[src/hw/lasi_pkg.sv]
/*
 * Constants for the four-channel line alarm status and interrupt unit:
 * register offsets, bit positions, alarm criteria and timing counts.
 * Assumes a 20 MHz system clock; only the design module refers to names here.
 */
package lasi_pkg;

   // ----------------------------------------------------------------
   // Register map (per channel, 5-bit address)
   // ----------------------------------------------------------------
   localparam logic [4:0] ADDR_STATUS   = 5'h06;
   localparam logic [4:0] ADDR_MASK     = 5'h07;
   localparam logic [4:0] ADDR_SUM_LO   = 5'h16;
   localparam logic [4:0] ADDR_SUM_HI   = 5'h1F;
   localparam logic [7:0] STATUS_RESET  = 8'h00;
   localparam logic [7:0] MASK_RESET    = 8'h00;
   localparam logic [3:0] SUM_UNUSED    = 4'h0;

   // ----------------------------------------------------------------
   // Status bit positions and classes
   // ----------------------------------------------------------------
   localparam int BIT_UP   = 7;
   localparam int BIT_DOWN = 6;
   localparam int BIT_TCL  = 5;
   localparam int BIT_UA   = 4;
   localparam int BIT_CL   = 3;
   localparam int BIT_CUR  = 2;
   localparam int BIT_OPEN = 1;
   localparam int BIT_PAT  = 0;
   // Latched bits, latched bits held while condition stays, change-of-state bits
   localparam logic [7:0] LATCH_MASK = 8'hD8;
   localparam logic [7:0] HOLD_MASK  = 8'h18;
   localparam logic [7:0] COS_MASK   = 8'h38;

   // ----------------------------------------------------------------
   // Timing
   // ----------------------------------------------------------------
   localparam int CLK_NS      = 50;
   localparam int TCL_LOSS_NS = 5000;
   localparam int TCL_LOSS_CYC = TCL_LOSS_NS / CLK_NS;
   localparam int T1_WIN_MS   = 3;
   localparam int T1_WIN_CYC  = (T1_WIN_MS * 1000000) / CLK_NS;

   // ----------------------------------------------------------------
   // Received alarm criteria
   // ----------------------------------------------------------------
   localparam logic [11:0] CL_E1_SHORT = 12'h0FF;
   localparam logic [11:0] CL_E1_LONG  = 12'h800;
   localparam logic [11:0] CL_T1_SHORT = 12'h0C0;
   localparam logic [11:0] CL_T1_LONG  = 12'h608;
   localparam logic [7:0]  CL_E1_WIN   = 8'hFF;
   localparam logic [7:0]  CL_T1_WIN   = 8'h70;
   localparam logic [7:0]  CL_E1_ONES  = 8'h20;
   localparam logic [7:0]  CL_T1_ONES  = 8'h0E;
   localparam logic [15:0] UA_E1_WIN   = 16'h0200;
   localparam logic [3:0]  UA_E1_SET   = 4'h2;
   localparam logic [3:0]  UA_E1_CLR   = 4'h2;
   localparam logic [3:0]  UA_T1_SET   = 4'h5;
   localparam logic [3:0]  UA_T1_CLR   = 4'h6;

endpackage

[src/hw/lasi_top.sv]
/*
 * Alarm status, interrupt mask and interrupt summary for four line
 * channels, with the carrier-loss, all-ones and transmit-clock-loss
 * detectors that feed them.
 * Assumes all inputs are synchronous to clock, received bits arrive as
 * one-cycle rx_bit_valid strobes, and the host uses one-cycle strobes.
 */

// What this block does
// RULE_01: Write 1 refreshes that status bit now
// RULE_02: Write 0 keeps that status bit unchanged
// RULE_03: Host writes mask, reads, writes back ANDed
// RULE_04: Mask bit 1 enables interrupt, 0 blocks
// RULE_05: Loss bits interrupt on every state change
// RULE_06: Loss-bit interrupt released when host reads it
// RULE_07: Other bits interrupt on set, released on read
// RULE_08: Unused addresses 16h-1Fh return channel summary
// RULE_09: Summary bits 0-3 flag channels 1-4
// RULE_10: Summary bits 7-4 unassigned, ignored by host
// RULE_11: Bit 7 latches loop-up code detection
// RULE_12: Bit 6 latches loop-down code detection
// RULE_13: Bit 5 and pin: no tx clock edge 5us
// RULE_14: E1 all-ones: under two zeros per 512
// RULE_15: T1 all-ones: five or fewer zeros per 3ms
// RULE_16: E1 carrier loss 255/2048 zeros, 32 ones clear
// RULE_17: T1 carrier loss 192/1544 zeros, 14 of 112
// RULE_18: Bit 2 shows current limiter activation live
// RULE_19: Bit 1 shows transmit open circuit live
// RULE_20: Bit 0 shows test pattern detection live
// RULE_21: Status register at 06H, loop-up bit msb
// RULE_22: Mask register at 07H, same bit order
// RULE_23: Latched bit holds until read, then clears
// RULE_24: Latched loss bits stay set while present
// RULE_25: Interrupt pin low while any unmasked pending
module lasi_top #(
   parameter int T1_WIN_CYC = lasi_pkg::T1_WIN_CYC
) (
   // Clock and reset
   input  wire logic       clock,
   input  wire logic       reset_n,
   // Host register port
   input  wire logic [1:0] chan_sel,
   input  wire logic [4:0] addr,
   input  wire logic       wr_en,
   input  wire logic       rd_en,
   input  wire logic [7:0] wr_data,
   output logic      [7:0] rd_data,
   output logic            int_n,
   // Per-channel line side
   input  wire logic [3:0] up_code_seen,
   input  wire logic [3:0] down_code_seen,
   input  wire logic [3:0] tx_current_limited,
   input  wire logic [3:0] tx_open_circuit,
   input  wire logic [3:0] test_pattern_seen,
   input  wire logic [3:0] tx_clock_in,
   input  wire logic [3:0] rx_bit_valid,
   input  wire logic [3:0] rx_bit,
   input  wire logic [3:0] e1_mode,
   input  wire logic [3:0] long_loss_sel,
   output logic      [3:0] tx_clock_lost
);

   logic [7:0] status_a [0:3];
   logic [7:0] mask_a   [0:3];
   logic [3:0] chan_irq;

   // ----------------------------------------------------------------
   // Per-channel status, detectors and interrupt sources
   // ----------------------------------------------------------------
   for (genvar g = 0; g < 4; g++) begin : g_ch
      logic        sel;
      logic        wr_status;
      logic        rd_status;
      logic [7:0]  refresh;
      logic [7:0]  cond;
      logic [7:0]  cond_q;
      logic [7:0]  rise;
      logic [7:0]  evt;
      logic [7:0]  cur;
      logic [7:0]  alarm_status_r;
      logic [7:0]  alarm_interrupt_mask_r;
      logic [7:0]  pend_r;
      logic [7:0]  ip_r;
      logic [7:0]  rmask_r;
      logic        tx_clock_in_q;
      logic [6:0]  tcl_cnt_r;
      logic        tcl_r;
      logic [11:0] zrun_r;
      logic [11:0] cl_set_thr;
      logic [7:0]  cl_win_len;
      logic [7:0]  cl_ones_thr;
      logic        cl_r;
      logic        cl_wact_r;
      logic [7:0]  cl_wcnt_r;
      logic [7:0]  cl_ones_r;
      logic [7:0]  cl_ones_sum;
      logic [15:0] ua_cnt_r;
      logic [3:0]  ua_zero_r;
      logic [3:0]  ua_sum;
      logic        ua_tick;
      logic        ua_last;
      logic        ua_r;

      assign sel       = (chan_sel == 2'(g));
      // RULE_21 status offset
      assign wr_status = wr_en && sel && (addr == lasi_pkg::ADDR_STATUS);
      assign rd_status = rd_en && sel && (addr == lasi_pkg::ADDR_STATUS);
      assign refresh   = wr_status ? wr_data : 8'h00;

      // RULE_11 RULE_12 RULE_18 RULE_19 RULE_20 source ordering
      assign cond = {up_code_seen[g], down_code_seen[g], tcl_r, ua_r, cl_r,
                     tx_current_limited[g], tx_open_circuit[g], test_pattern_seen[g]};
      assign rise = cond & ~cond_q;
      // RULE_05 change of state
      assign evt  = (cond ^ cond_q) & (lasi_pkg::COS_MASK | cond);
      // RULE_24 hold while present
      assign cur  = (cond & (~lasi_pkg::LATCH_MASK | lasi_pkg::HOLD_MASK))
                  | ((pend_r | rise) & lasi_pkg::LATCH_MASK);

      always_ff @(posedge clock or negedge reset_n) begin
         if (!reset_n) begin
            cond_q <= 8'h00;
         end else begin
            cond_q <= cond;
         end
      end

      // RULE_23 latch until a status write with that bit set refreshes it
      always_ff @(posedge clock or negedge reset_n) begin
         if (!reset_n) begin
            pend_r <= 8'h00;
         end else begin
            pend_r <= (rise | (pend_r & ~refresh)) & lasi_pkg::LATCH_MASK;
         end
      end

      // RULE_01 RULE_02 selective refresh
      always_ff @(posedge clock or negedge reset_n) begin
         if (!reset_n) begin
            alarm_status_r <= lasi_pkg::STATUS_RESET;
         end else begin
            alarm_status_r <= (alarm_status_r & ~refresh) | (cur & refresh);
         end
      end

      // RULE_22 mask register
      always_ff @(posedge clock or negedge reset_n) begin
         if (!reset_n) begin
            alarm_interrupt_mask_r <= lasi_pkg::MASK_RESET;
         end else if (wr_en && sel && addr == lasi_pkg::ADDR_MASK) begin
            alarm_interrupt_mask_r <= wr_data;
         end
      end

      // RULE_03 last written mask names the bits a read consumes
      always_ff @(posedge clock or negedge reset_n) begin
         if (!reset_n) begin
            rmask_r <= 8'h00;
         end else if (wr_status) begin
            rmask_r <= wr_data;
         end
      end

      // RULE_06 RULE_07 release on read, new event wins
      always_ff @(posedge clock or negedge reset_n) begin
         if (!reset_n) begin
            ip_r <= 8'h00;
         end else begin
            ip_r <= evt | (ip_r & ~(rd_status ? rmask_r : 8'h00));
         end
      end

      // RULE_04 mask gating
      assign chan_irq[g] = |(ip_r & alarm_interrupt_mask_r);
      assign status_a[g] = alarm_status_r;
      assign mask_a[g]   = alarm_interrupt_mask_r;

      // RULE_13 transmit clock watchdog
      always_ff @(posedge clock or negedge reset_n) begin
         if (!reset_n) begin
            tx_clock_in_q    <= 1'b0;
            tcl_cnt_r <= 7'h00;
            tcl_r     <= 1'b0;
         end else begin
            tx_clock_in_q <= tx_clock_in[g];
            if (tx_clock_in[g] != tx_clock_in_q) begin
               tcl_cnt_r <= 7'h00;
               tcl_r     <= 1'b0;
            end else if (tcl_cnt_r != 7'(lasi_pkg::TCL_LOSS_CYC - 1)) begin
               tcl_cnt_r <= tcl_cnt_r + 7'h01;
            end else begin
               tcl_r <= 1'b1;
            end
         end
      end
      assign tx_clock_lost[g] = tcl_r;

      // RULE_16 RULE_17 carrier-loss criteria per mode
      assign cl_set_thr  = e1_mode[g]
                         ? (long_loss_sel[g] ? lasi_pkg::CL_E1_LONG : lasi_pkg::CL_E1_SHORT)
                         : (long_loss_sel[g] ? lasi_pkg::CL_T1_LONG : lasi_pkg::CL_T1_SHORT);
      assign cl_win_len  = e1_mode[g] ? lasi_pkg::CL_E1_WIN : lasi_pkg::CL_T1_WIN;
      assign cl_ones_thr = e1_mode[g] ? lasi_pkg::CL_E1_ONES : lasi_pkg::CL_T1_ONES;
      assign cl_ones_sum = cl_ones_r + {7'h00, rx_bit[g]};

      // E1 clear windows run back to back; T1 windows open on a one
      always_ff @(posedge clock or negedge reset_n) begin
         if (!reset_n) begin
            zrun_r    <= 12'h000;
            cl_r      <= 1'b0;
            cl_wact_r <= 1'b0;
            cl_wcnt_r <= 8'h00;
            cl_ones_r <= 8'h00;
         end else if (rx_bit_valid[g]) begin
            if (rx_bit[g]) begin
               zrun_r <= 12'h000;
            end else if (zrun_r != 12'hFFF) begin
               zrun_r <= zrun_r + 12'h001;
            end
            if (!cl_r) begin
               cl_wact_r <= 1'b0;
               if (!rx_bit[g] && zrun_r == cl_set_thr - 12'h001) begin
                  cl_r <= 1'b1;
               end
            end else if (!cl_wact_r) begin
               if (e1_mode[g] || rx_bit[g]) begin
                  cl_wact_r <= 1'b1;
                  cl_wcnt_r <= 8'h01;
                  cl_ones_r <= {7'h00, rx_bit[g]};
               end
            end else if (cl_wcnt_r == cl_win_len - 8'h01) begin
               cl_wcnt_r <= 8'h00;
               cl_ones_r <= 8'h00;
               if (cl_ones_sum >= cl_ones_thr) begin
                  cl_r      <= 1'b0;
                  cl_wact_r <= 1'b0;
               end else begin
                  cl_wact_r <= e1_mode[g];
               end
            end else begin
               cl_wcnt_r <= cl_wcnt_r + 8'h01;
               cl_ones_r <= cl_ones_sum;
            end
         end
      end

      // RULE_14 RULE_15 all-ones windows: bits in E1, clock cycles in T1
      assign ua_tick = e1_mode[g] ? rx_bit_valid[g] : 1'b1;
      assign ua_last = e1_mode[g] ? (ua_cnt_r == lasi_pkg::UA_E1_WIN - 16'h0001)
                                  : (ua_cnt_r == 16'(T1_WIN_CYC - 1));
      // Saturate so a zero arriving on a full count cannot wrap to none
      assign ua_sum  = (ua_zero_r == 4'hF) ? 4'hF
                                           : ua_zero_r + {3'h0, rx_bit_valid[g] & ~rx_bit[g]};

      always_ff @(posedge clock or negedge reset_n) begin
         if (!reset_n) begin
            ua_cnt_r  <= 16'h0000;
            ua_zero_r <= 4'h0;
            ua_r      <= 1'b0;
         end else if (ua_tick && ua_last) begin
            ua_cnt_r  <= 16'h0000;
            ua_zero_r <= 4'h0;
            if (e1_mode[g]) begin
               if (ua_sum < lasi_pkg::UA_E1_SET) begin
                  ua_r <= 1'b1;
               end else if (ua_sum > lasi_pkg::UA_E1_CLR) begin
                  ua_r <= 1'b0;
               end
            end else begin
               ua_r <= (ua_sum <= lasi_pkg::UA_T1_SET) ? 1'b1 :
                       (ua_sum >= lasi_pkg::UA_T1_CLR) ? 1'b0 : ua_r;
            end
         end else begin
            if (ua_tick) begin
               ua_cnt_r <= ua_cnt_r + 16'h0001;
            end
            if (ua_zero_r != 4'hF) begin
               ua_zero_r <= ua_sum;
            end
         end
      end
   end

   // ----------------------------------------------------------------
   // Read path and interrupt pin
   // ----------------------------------------------------------------
   // RULE_08 RULE_09 RULE_10 summary on unused range, upper bits zero
   always_ff @(posedge clock or negedge reset_n) begin
      if (!reset_n) begin
         rd_data <= 8'h00;
      end else if (rd_en) begin
         if (addr == lasi_pkg::ADDR_STATUS) begin
            rd_data <= status_a[chan_sel];
         end else if (addr == lasi_pkg::ADDR_MASK) begin
            rd_data <= mask_a[chan_sel];
         end else if (addr >= lasi_pkg::ADDR_SUM_LO && addr <= lasi_pkg::ADDR_SUM_HI) begin
            rd_data <= {lasi_pkg::SUM_UNUSED, chan_irq};
         end else begin
            rd_data <= 8'h00;
         end
      end
   end

   // RULE_25 wired-OR of channel requests
   always_ff @(posedge clock or negedge reset_n) begin
      if (!reset_n) begin
         int_n <= 1'b1;
      end else begin
         int_n <= ~|chan_irq;
      end
   end

endmodule
[config.mk]
export PLATFORM = sky130hd
export DESIGN_NAME = lasi_top
export DESIGN_NICKNAME = d
export VERILOG_FILES = /design/src/hw/lasi_pkg.sv /design/src/hw/lasi_top.sv
export SDC_FILE = /design/constraint.sdc
export NUM_CORES = 1
export LEC_CHECK = 0
export BUFFER_PORTS_ARGS = -buffer_cell sky130_fd_sc_hd__clkbuf_2
export CELL_PAD_IN_SITES_DETAIL_PLACEMENT = 0
export CELL_PAD_IN_SITES_GLOBAL_PLACEMENT = 1
export CORE_MARGIN = 2
export CORE_UTILIZATION = 50
export DETAILED_ROUTE_END_ITERATION = 16
export PLACE_DENSITY = 0.86
export SYNTH_ARGS = -nofsm -noshare
export SYNTH_HDL_FRONTEND = slang
export SYNTH_SLANG_ARGS = --single-unit
[constraint.sdc]
create_clock -name clock -period 2.66 [get_ports clock]
set_input_delay 0.133 -clock clock [delete_from_list [all_inputs] [get_ports clock]]
set_output_delay 0.133 -clock clock [all_outputs]
set_load 0.02 [all_outputs]
==> metrics.txt, run 1 <==
ys flop type=dfrtp_1; Buf/Inv on CP=0; Design Area, Final=0.02396 mm^2; Die Footprint=0.04301 mm^2; initial antenna violation count=1; count leader, synth=dfrtp_1; share of the synthesized area in the top cell type=51.30%; DP HPWL=30.94 mm; Synth Register Bits=425; vias per inst=5.627; Critical Path Source Type=flop; clk root buf=clkbuf_16; skew final=0.01682 ns; Worst-Margin Slew=0.8208 ns; leak pwr=10.82 nW; Fill cells=3355; Slew HR=44.78%; PortBufs=71; crit path kind=reg -> reg; GRT Total Usage=21.14%; Setup violations, final=0; Max IR drop VDD=489.7 uV; Core Box Area=0.04083 mm^2; crit path cell chain=ha_1 -> nand3_1 -> xnor2_1 -> ha_1 -> o21ai_0 -> a31oi_1 -> o31a_1 -> or4_1 -> o31ai_1; Reg power frac=46.8%; setup repair after global routing missed its margin=false; R2R setup slack=0.19 ns; Die X=207.4 um; top cells by count, synth=dfrtp_1 (424), nand2_1 (237), nor2_1 (210); EDFF count, synth=0; ratio of cells with drive above 1 in the final layout=13.00%; grt ovf=0; switching part of the total=26.67%; post-placement setup slack=0.2003 ns; Post-Syn Area=0.02068 mm^2; WP data required=3.14 ns; Worst Path Arrival=2.95 ns; first-pass GRT wire length=76.44 mm; number of clock sinks=425; switching power=4.375 mW; Synth area leader=dfrtp_1; 1st-iter DRT viols=991; IO Count=72; Int Pwr=12.03 mW; Worst-path clk slew=0.06 ns; vias in the first global route=15419; Ys Warns=0; number of buffers created by CTS=48; outcome=finished clean; Synth cell types=76; Final nets=2308; Cell Area, Placed=0.02190 mm^2; Crit path top cell by count=ha_1; critical path's top delay family=compound AO/OA/AOI/OAI gates; synthesized instance count=2037; post-CTS setup buffer count=0; Syn Area/Cell=10.15 um^2; antenna-violating nets left=0; DR vias=15547; CP peak stage delay=0.43 ns; Initial DRT Pass Iterations=6; Final Cycle Share=92.85%; Area contributors post-synth=dfrtp_1 (51%), nand2_1 (4.3%), xnor2_1 (4.1%); Hold Crit Depth=4; RD Place Congestion=0.8482; clock share of power=41.2%; min Tclk post-route=2.470 ns; drt drc=0; hold bufs inserted after CTS=43; WL per Instance=16.10 um; hold slack=0.04055 ns; cts repair resizes=0; post-synth net total=2152; Pwr Density=684.8 mW/mm^2; Initial Utilization=50.65%; CTS tree=done; final WL=44.49 mm; CTS max path bufs=3; Site Rows=74; number of cells on the critical path=9; Reg2Reg Depth=9; largest net degree at the start of global routing=76; Gate power share=12.1%; Max FO, Critical Path=5; Final Hold Fails=0; Worst Setup Slack, final=0.1903 ns; Synth async-reset ratio=100.0%; Worst-Skew Late Latency=0.59 ns; fmax=404.9 MHz; MaxCap Viol Count=0; min-delay worst type=in -> reg; sequential share of the synthesized area=51.43%; Die Y=207.4 um; Setup TNS=0 ns; fin. max-slew vios=0; CTS H-tree lvls=2; Setup crit end kind=flop; slowest CP cell=or4_1; Area growth syn-to-layout=15.84%
-- state kept, by name (all words and copies together) (netlist names), named ones only --
signal	count
g_ch.ua_cnt_r	64
g_ch.zrun_r	48
g_ch.alarm_interrupt_mask_r	32
g_ch.cl_ones_r	32
g_ch.cl_wcnt_r	32
g_ch.cond_q	32
g_ch.ip_r	32
g_ch.rmask_r	32
g_ch.tcl_cnt_r	28
g_ch.pend_r	16
g_ch.ua_zero_r	16
rd_data	8
g_ch.cl_r	4
g_ch.cl_wact_r	4
g_ch.tcl_r	4
g_ch.tx_clock_in_q	4
g_ch.ua_r	4
int_n	1
-- placed cells by master, fill, tap and decap left out, types with 7 or more instances in the layout --
cell type,count
o31ai_1,7
a22o_1,10
a21oi_1,76
and3_1,32
inv_1,95
a21o_1,28
or3_1,17
nand4b_1,8
dfrtp_1,424
clkbuf_2,70
dlygate4sd3_1,43
nor2_1,210
o21ai_0,95
clkbuf_8,8
xnor2_1,97
clkbuf_1,10
mux2i_1,18
buf_4,49
nor4b_1,8
clkinv_2,8
nor2b_1,17
and4_1,13
nand2_1,237
nand2b_1,21
mux4_2,16
nand3_1,73
nor4_1,21
a31oi_1,32
mux2_2,51
nand4_1,44
ha_1,56
nor3_1,64
xor2_1,64
clkbuf_16,50
a22oi_1,24
-- cells by family after synthesis --
group | synth area share (%)
buf+inv | 3.007
simple gates | 19.13
flops | 51.43
compound gates | 10.84
mux | 5.390
fa+ha+maj | 3.388
xor+xnor | 6.818
-- per-stage QoR --
step / util (%) / power, mW / std cells
2_1_floorplan: - / 9.013 / 2037
3_3_place_gp: 53.64 / 9.608 / 2632
3_5_place_dp: 53.64 / 9.710 / 2632
4_1_cts: 58.67 / 16.58 / 2762
5_1_grt: 58.68 / 17.24 / 2763
6_report: 58.68 / 16.41 / 2763
-- layout make-up --
class | count | area, um^2 | area share (%)
Inverter | 95 | 356.6 | 1.488
Timing Repair Buffer | 167 | 1244 | 5.191
Tap cell | 532 | 665.6 | 2.778
Multi-Input combinational cell | 1456 | 9429 | 39.36
Sequential cell | 425 | 10640 | 44.40
Clock buffer | 68 | 1399 | 5.839
Antenna cell | 1 | 2.502 | 0.01044
Clock inverter | 19 | 225.2 | 0.9400
-- tightest hold or removal path, cell delays in order --
cell,delay (ns)
clkbuf_2,0.12
a2111oi_0,0.10
a31oi_1,0.17
a31oi_1,0.05
-- final timing paths --
check	from	end
setup reg to reg	g_ch[0].cl_ones_r[0]$_DFFE_PN0P_	g_ch[0].cl_wact_r$_DFFE_PN0P_
max in group asynchronous	reset_n	g_ch[3].ua_r$_DFFE_PN0P_
hold reg to reg	g_ch[3].cond_q[0]$_DFF_PN0_	g_ch[3].ip_r[0]$_DFF_PN0_
min in group asynchronous	reset_n	g_ch[1].alarm_interrupt_mask_r[5]$_DFFE_PN0P_
setup / recovery	g_ch[0].cl_ones_r[0]$_DFFE_PN0P_	g_ch[0].cl_wact_r$_DFFE_PN0P_
hold / removal	long_loss_sel[1]	g_ch[1].cl_r$_DFFE_PN0P_
-- power by group through the flow --
stage                     Sequential, mW  Clock, mW  Combinational [mW]
final                               7.67       6.75                1.98
after global routing                7.77       7.18                2.29
after CTS                           7.66       6.91                2.01
after detailed placement            7.77          0                1.94
after global placement              7.73          0                1.88
after floorplan                     7.62          0                1.39
-- layer usage --
| layer | part of all wire, % | track usage, % | vias to the layer above |
|---|---|---|---|
| li1 | - | - | 7520 |
| met3 | 4.2 | 3.646 | 81 |
| met2 | 46 | 33.89 | 270 |
| met5 | 0 | 0 | - |
| met4 | 2.5 | 6.330 | 0 |
| met1 | 47 | 29.59 | 7676 |
Note: power is estimated with default switching activity, not from simulation.
==> run 2, diff against run 1 <==
- CORE_UTILIZATION: 50 -> 40
- CTS_BUF_LIST: default -> sky130_fd_sc_hd__clkbuf_8
- PLACE_DENSITY: 0.86 -> 0.72
==> run 2 against run 1 <==
  * Clock skew grew 0.019 ns
  * Die area up 24%
  * Register-to-register slack better by 0.02 ns
  * Sequential share of layout area is 0.41 points lower
  * Worst setup slack better by 0.021 ns
  * Core utilization fell by 11 points
  * Routed wire length up 4.8%
  * Sequential power about the same
  * Critical path type unchanged
  * Critical endpoint unchanged
==> metrics.txt, run 2 (same netlist as run 1, synthesis figures left out) <==
CTS max path bufs=3 (unchanged); Worst-path clk slew=0.07 ns (about the same); max reg flops=64 (unchanged); clk root buf=clkbuf_8; hold slack=0.06592 ns (+0.02536 ns); first-pass GRT wire length=79.26 mm (+3.7%); Worst-Margin Slew=0.7972 ns (-0.02354 ns); RR Startpoint=g_ch[0].cl_ones_r[0]$_DFFE_PN0P_; drt drc=0 (unchanged); IO Count=72 (unchanged); Die X=231.4 um (+12%); setup repair after global routing missed its margin=false; grt ovf=0 (unchanged); leak pwr=10.98 nW (+1.5%); Top Registers=g_ch.ua_cnt_r: 64 flops, g_ch.zrun_r: 48 flops; total power=16.02 mW (-2.3%); number of clock sinks=425 (unchanged); GRT Total Usage=17.96% (-3.2 points); fin. max-slew vios=0 (unchanged); skew final=0.03569 ns (+0.01886 ns); Initial Utilization=40.40% (-10 points); Design Area, Final=0.02418 mm^2 (+0.94%); crit path kind=reg -> reg; Setup violations, final=0 (unchanged); outcome=finished clean; PortBufs=71 (unchanged); DP HPWL=31.99 mm (+3.4%); WP data required=3.20 ns (+0.06 ns); CTS tree=done; Pwr Density=662.5 mW/mm^2 (-3.3%); Non-Filler Instances=2968 (+7.4%); number of buffers created by CTS=77 (+60%); reg2reg end=g_ch[0].cl_wact_r$_DFFE_PN0P_; Area growth syn-to-layout=16.93%; final WL=46.64 mm (+4.8%); most common library cell in the layout ignoring fill and taps=dfrtp_1; vias in the first global route=15725 (+2.0%); Reg2Reg Depth=9 (unchanged); initial antenna violation count=1 (unchanged); Setup crit end kind=flop; vias per inst=5.228 (-7.1%); Worst-Skew Late Latency=0.65 ns (+0.06 ns); Final Hold Fails=0 (unchanged); Final nets=2338 (+1.3%); Setup TNS=0 ns (unchanged); Top reg by flops=g_ch.ua_cnt_r; Site Rows=83 (+12%); commonest cells after routing, fill and taps aside=dfrtp_1 (424), nand2_1 (237), nor2_1 (210); Slew HR=46.36% (+1.6 points); switching power=4.529 mW (+3.5%); WL per Instance=15.72 um (-2.4%); ratio of cells with drive above 1 in the final layout=14.52% (+1.5 points); Max FO, Critical Path=5 (unchanged); Final Cycle Share=92.05% (-0.79 points); Die Y=231.4 um (+12%); post-CTS setup buffer count=0 (unchanged); placed cells=2777 (+5.5%); fmax=408.4 MHz (+0.86%); min-delay worst type=in -> async; R2R setup slack=0.21 ns (+0.02 ns); Die Footprint=0.05354 mm^2 (+24%); CTS H-tree lvls=3 (+1); largest net degree at the start of global routing=82 (+7.9%); Max IR drop VDD=326.8 uV (-33%); crit path launch=g_ch[0].cl_ones_r[0]$_DFFE_PN0P_; DR vias=15517 (-0.19%); Int Pwr=11.49 mW (-4.5%); antenna-violating nets left=0 (unchanged); Worst Path Arrival=2.99 ns (+0.04 ns); Reg power frac=47.9% (+1.1 points); MaxCap Viol Count=0 (unchanged); Cell Area, Placed=0.02208 mm^2 (+0.80%); Core Box Area=0.05120 mm^2 (+25%); clock share of power=39.7% (-1.5 points); switching part of the total=28.27% (+1.6 points); 1st-iter DRT viols=865 (-13%); min Tclk post-route=2.449 ns (-0.02109 ns); RD Place Congestion=0.8001 (-5.7%); Gate power share=12.4% (+0.3 points); Critical Path Source Type=flop; Initial DRT Pass Iterations=5 (-1)
[run 2: how the worst max path moves through the flow]
stage | end | slack (ns) | cells past startpoint
6_report | g_ch[0].cl_wact_r$_DFFE_PN0P_ | 0.21 | 9
5_1_grt | g_ch[0].cl_wact_r$_DFFE_PN0P_ | 0.007 | 9
4_1_cts | g_ch[2].ua_r$_DFFE_PN0P_ | 0.21 | 6
3_5_place_dp | g_ch[2].ua_r$_DFFE_PN0P_ | 0.24 | 6
3_3_place_gp | g_ch[2].cl_wact_r$_DFFE_PN0P_ | 0.27 | 9
2_1_floorplan | g_ch[2].cl_wact_r$_DFFE_PN0P_ | 0.32 | 10
[run 2: metal layers]
| metal | track usage (%) | part of all wire (%) |
|---|---|---|
| met5 | 0 | 0 |
| met4 | 5.605 | 2.4 |
| met3 | 3.469 | 3.7 |
| met2 | 29.17 | 46 |
| met1 | 24.26 | 48 |
[run 2: final cells by class]
type	instances	area, um^2
diodes	1	2.502
clock buffers	100	1376
clock inverters	43	245.2
fillers	4776	27010
inverters	95	356.6
multi-input cells	1456	9442
flip-flops and latches	425	10640
well taps	680	850.8
repair buffers	168	1274
[run 2: through the flow]
step                setup WS (ns)  util (%)
floorplan                  0.3160         -
global placement           0.2745     43.12
detailed placement         0.2370     43.12
CTS                        0.2135     47.21
global route             0.007068     47.23
finish                     0.2114     47.23
[run 2: worst max-delay path, cell delays in order, from the launching register on]
cell     delay [ns]
dfrtp_1        0.39
ha_1           0.25
nand3_1        0.21
xnor2_1        0.18
ha_1           0.27
o21ai_0        0.07
a31oi_1        0.06
o31a_1         0.27
or4_1          0.42
o31ai_1        0.23
[run 2: timing repair]
action,4_1_cts,5_1_grt
endpoints found under the hold margin,346,0
gates resized for setup,0,2
hold buffers,47,0
endpoints found under the setup margin,0,1
[run 2: power by group through the flow]
stage / clock (mW) / combinational (mW) / sequential, mW
3_5_place_dp: 0 / 1.96 / 7.78
3_3_place_gp: 0 / 1.90 / 7.74
5_1_grt: 6.90 / 2.29 / 7.77
6_report: 6.36 / 1.99 / 7.67
4_1_cts: 6.59 / 2.02 / 7.67
2_1_floorplan: 0 / 1.39 / 7.62
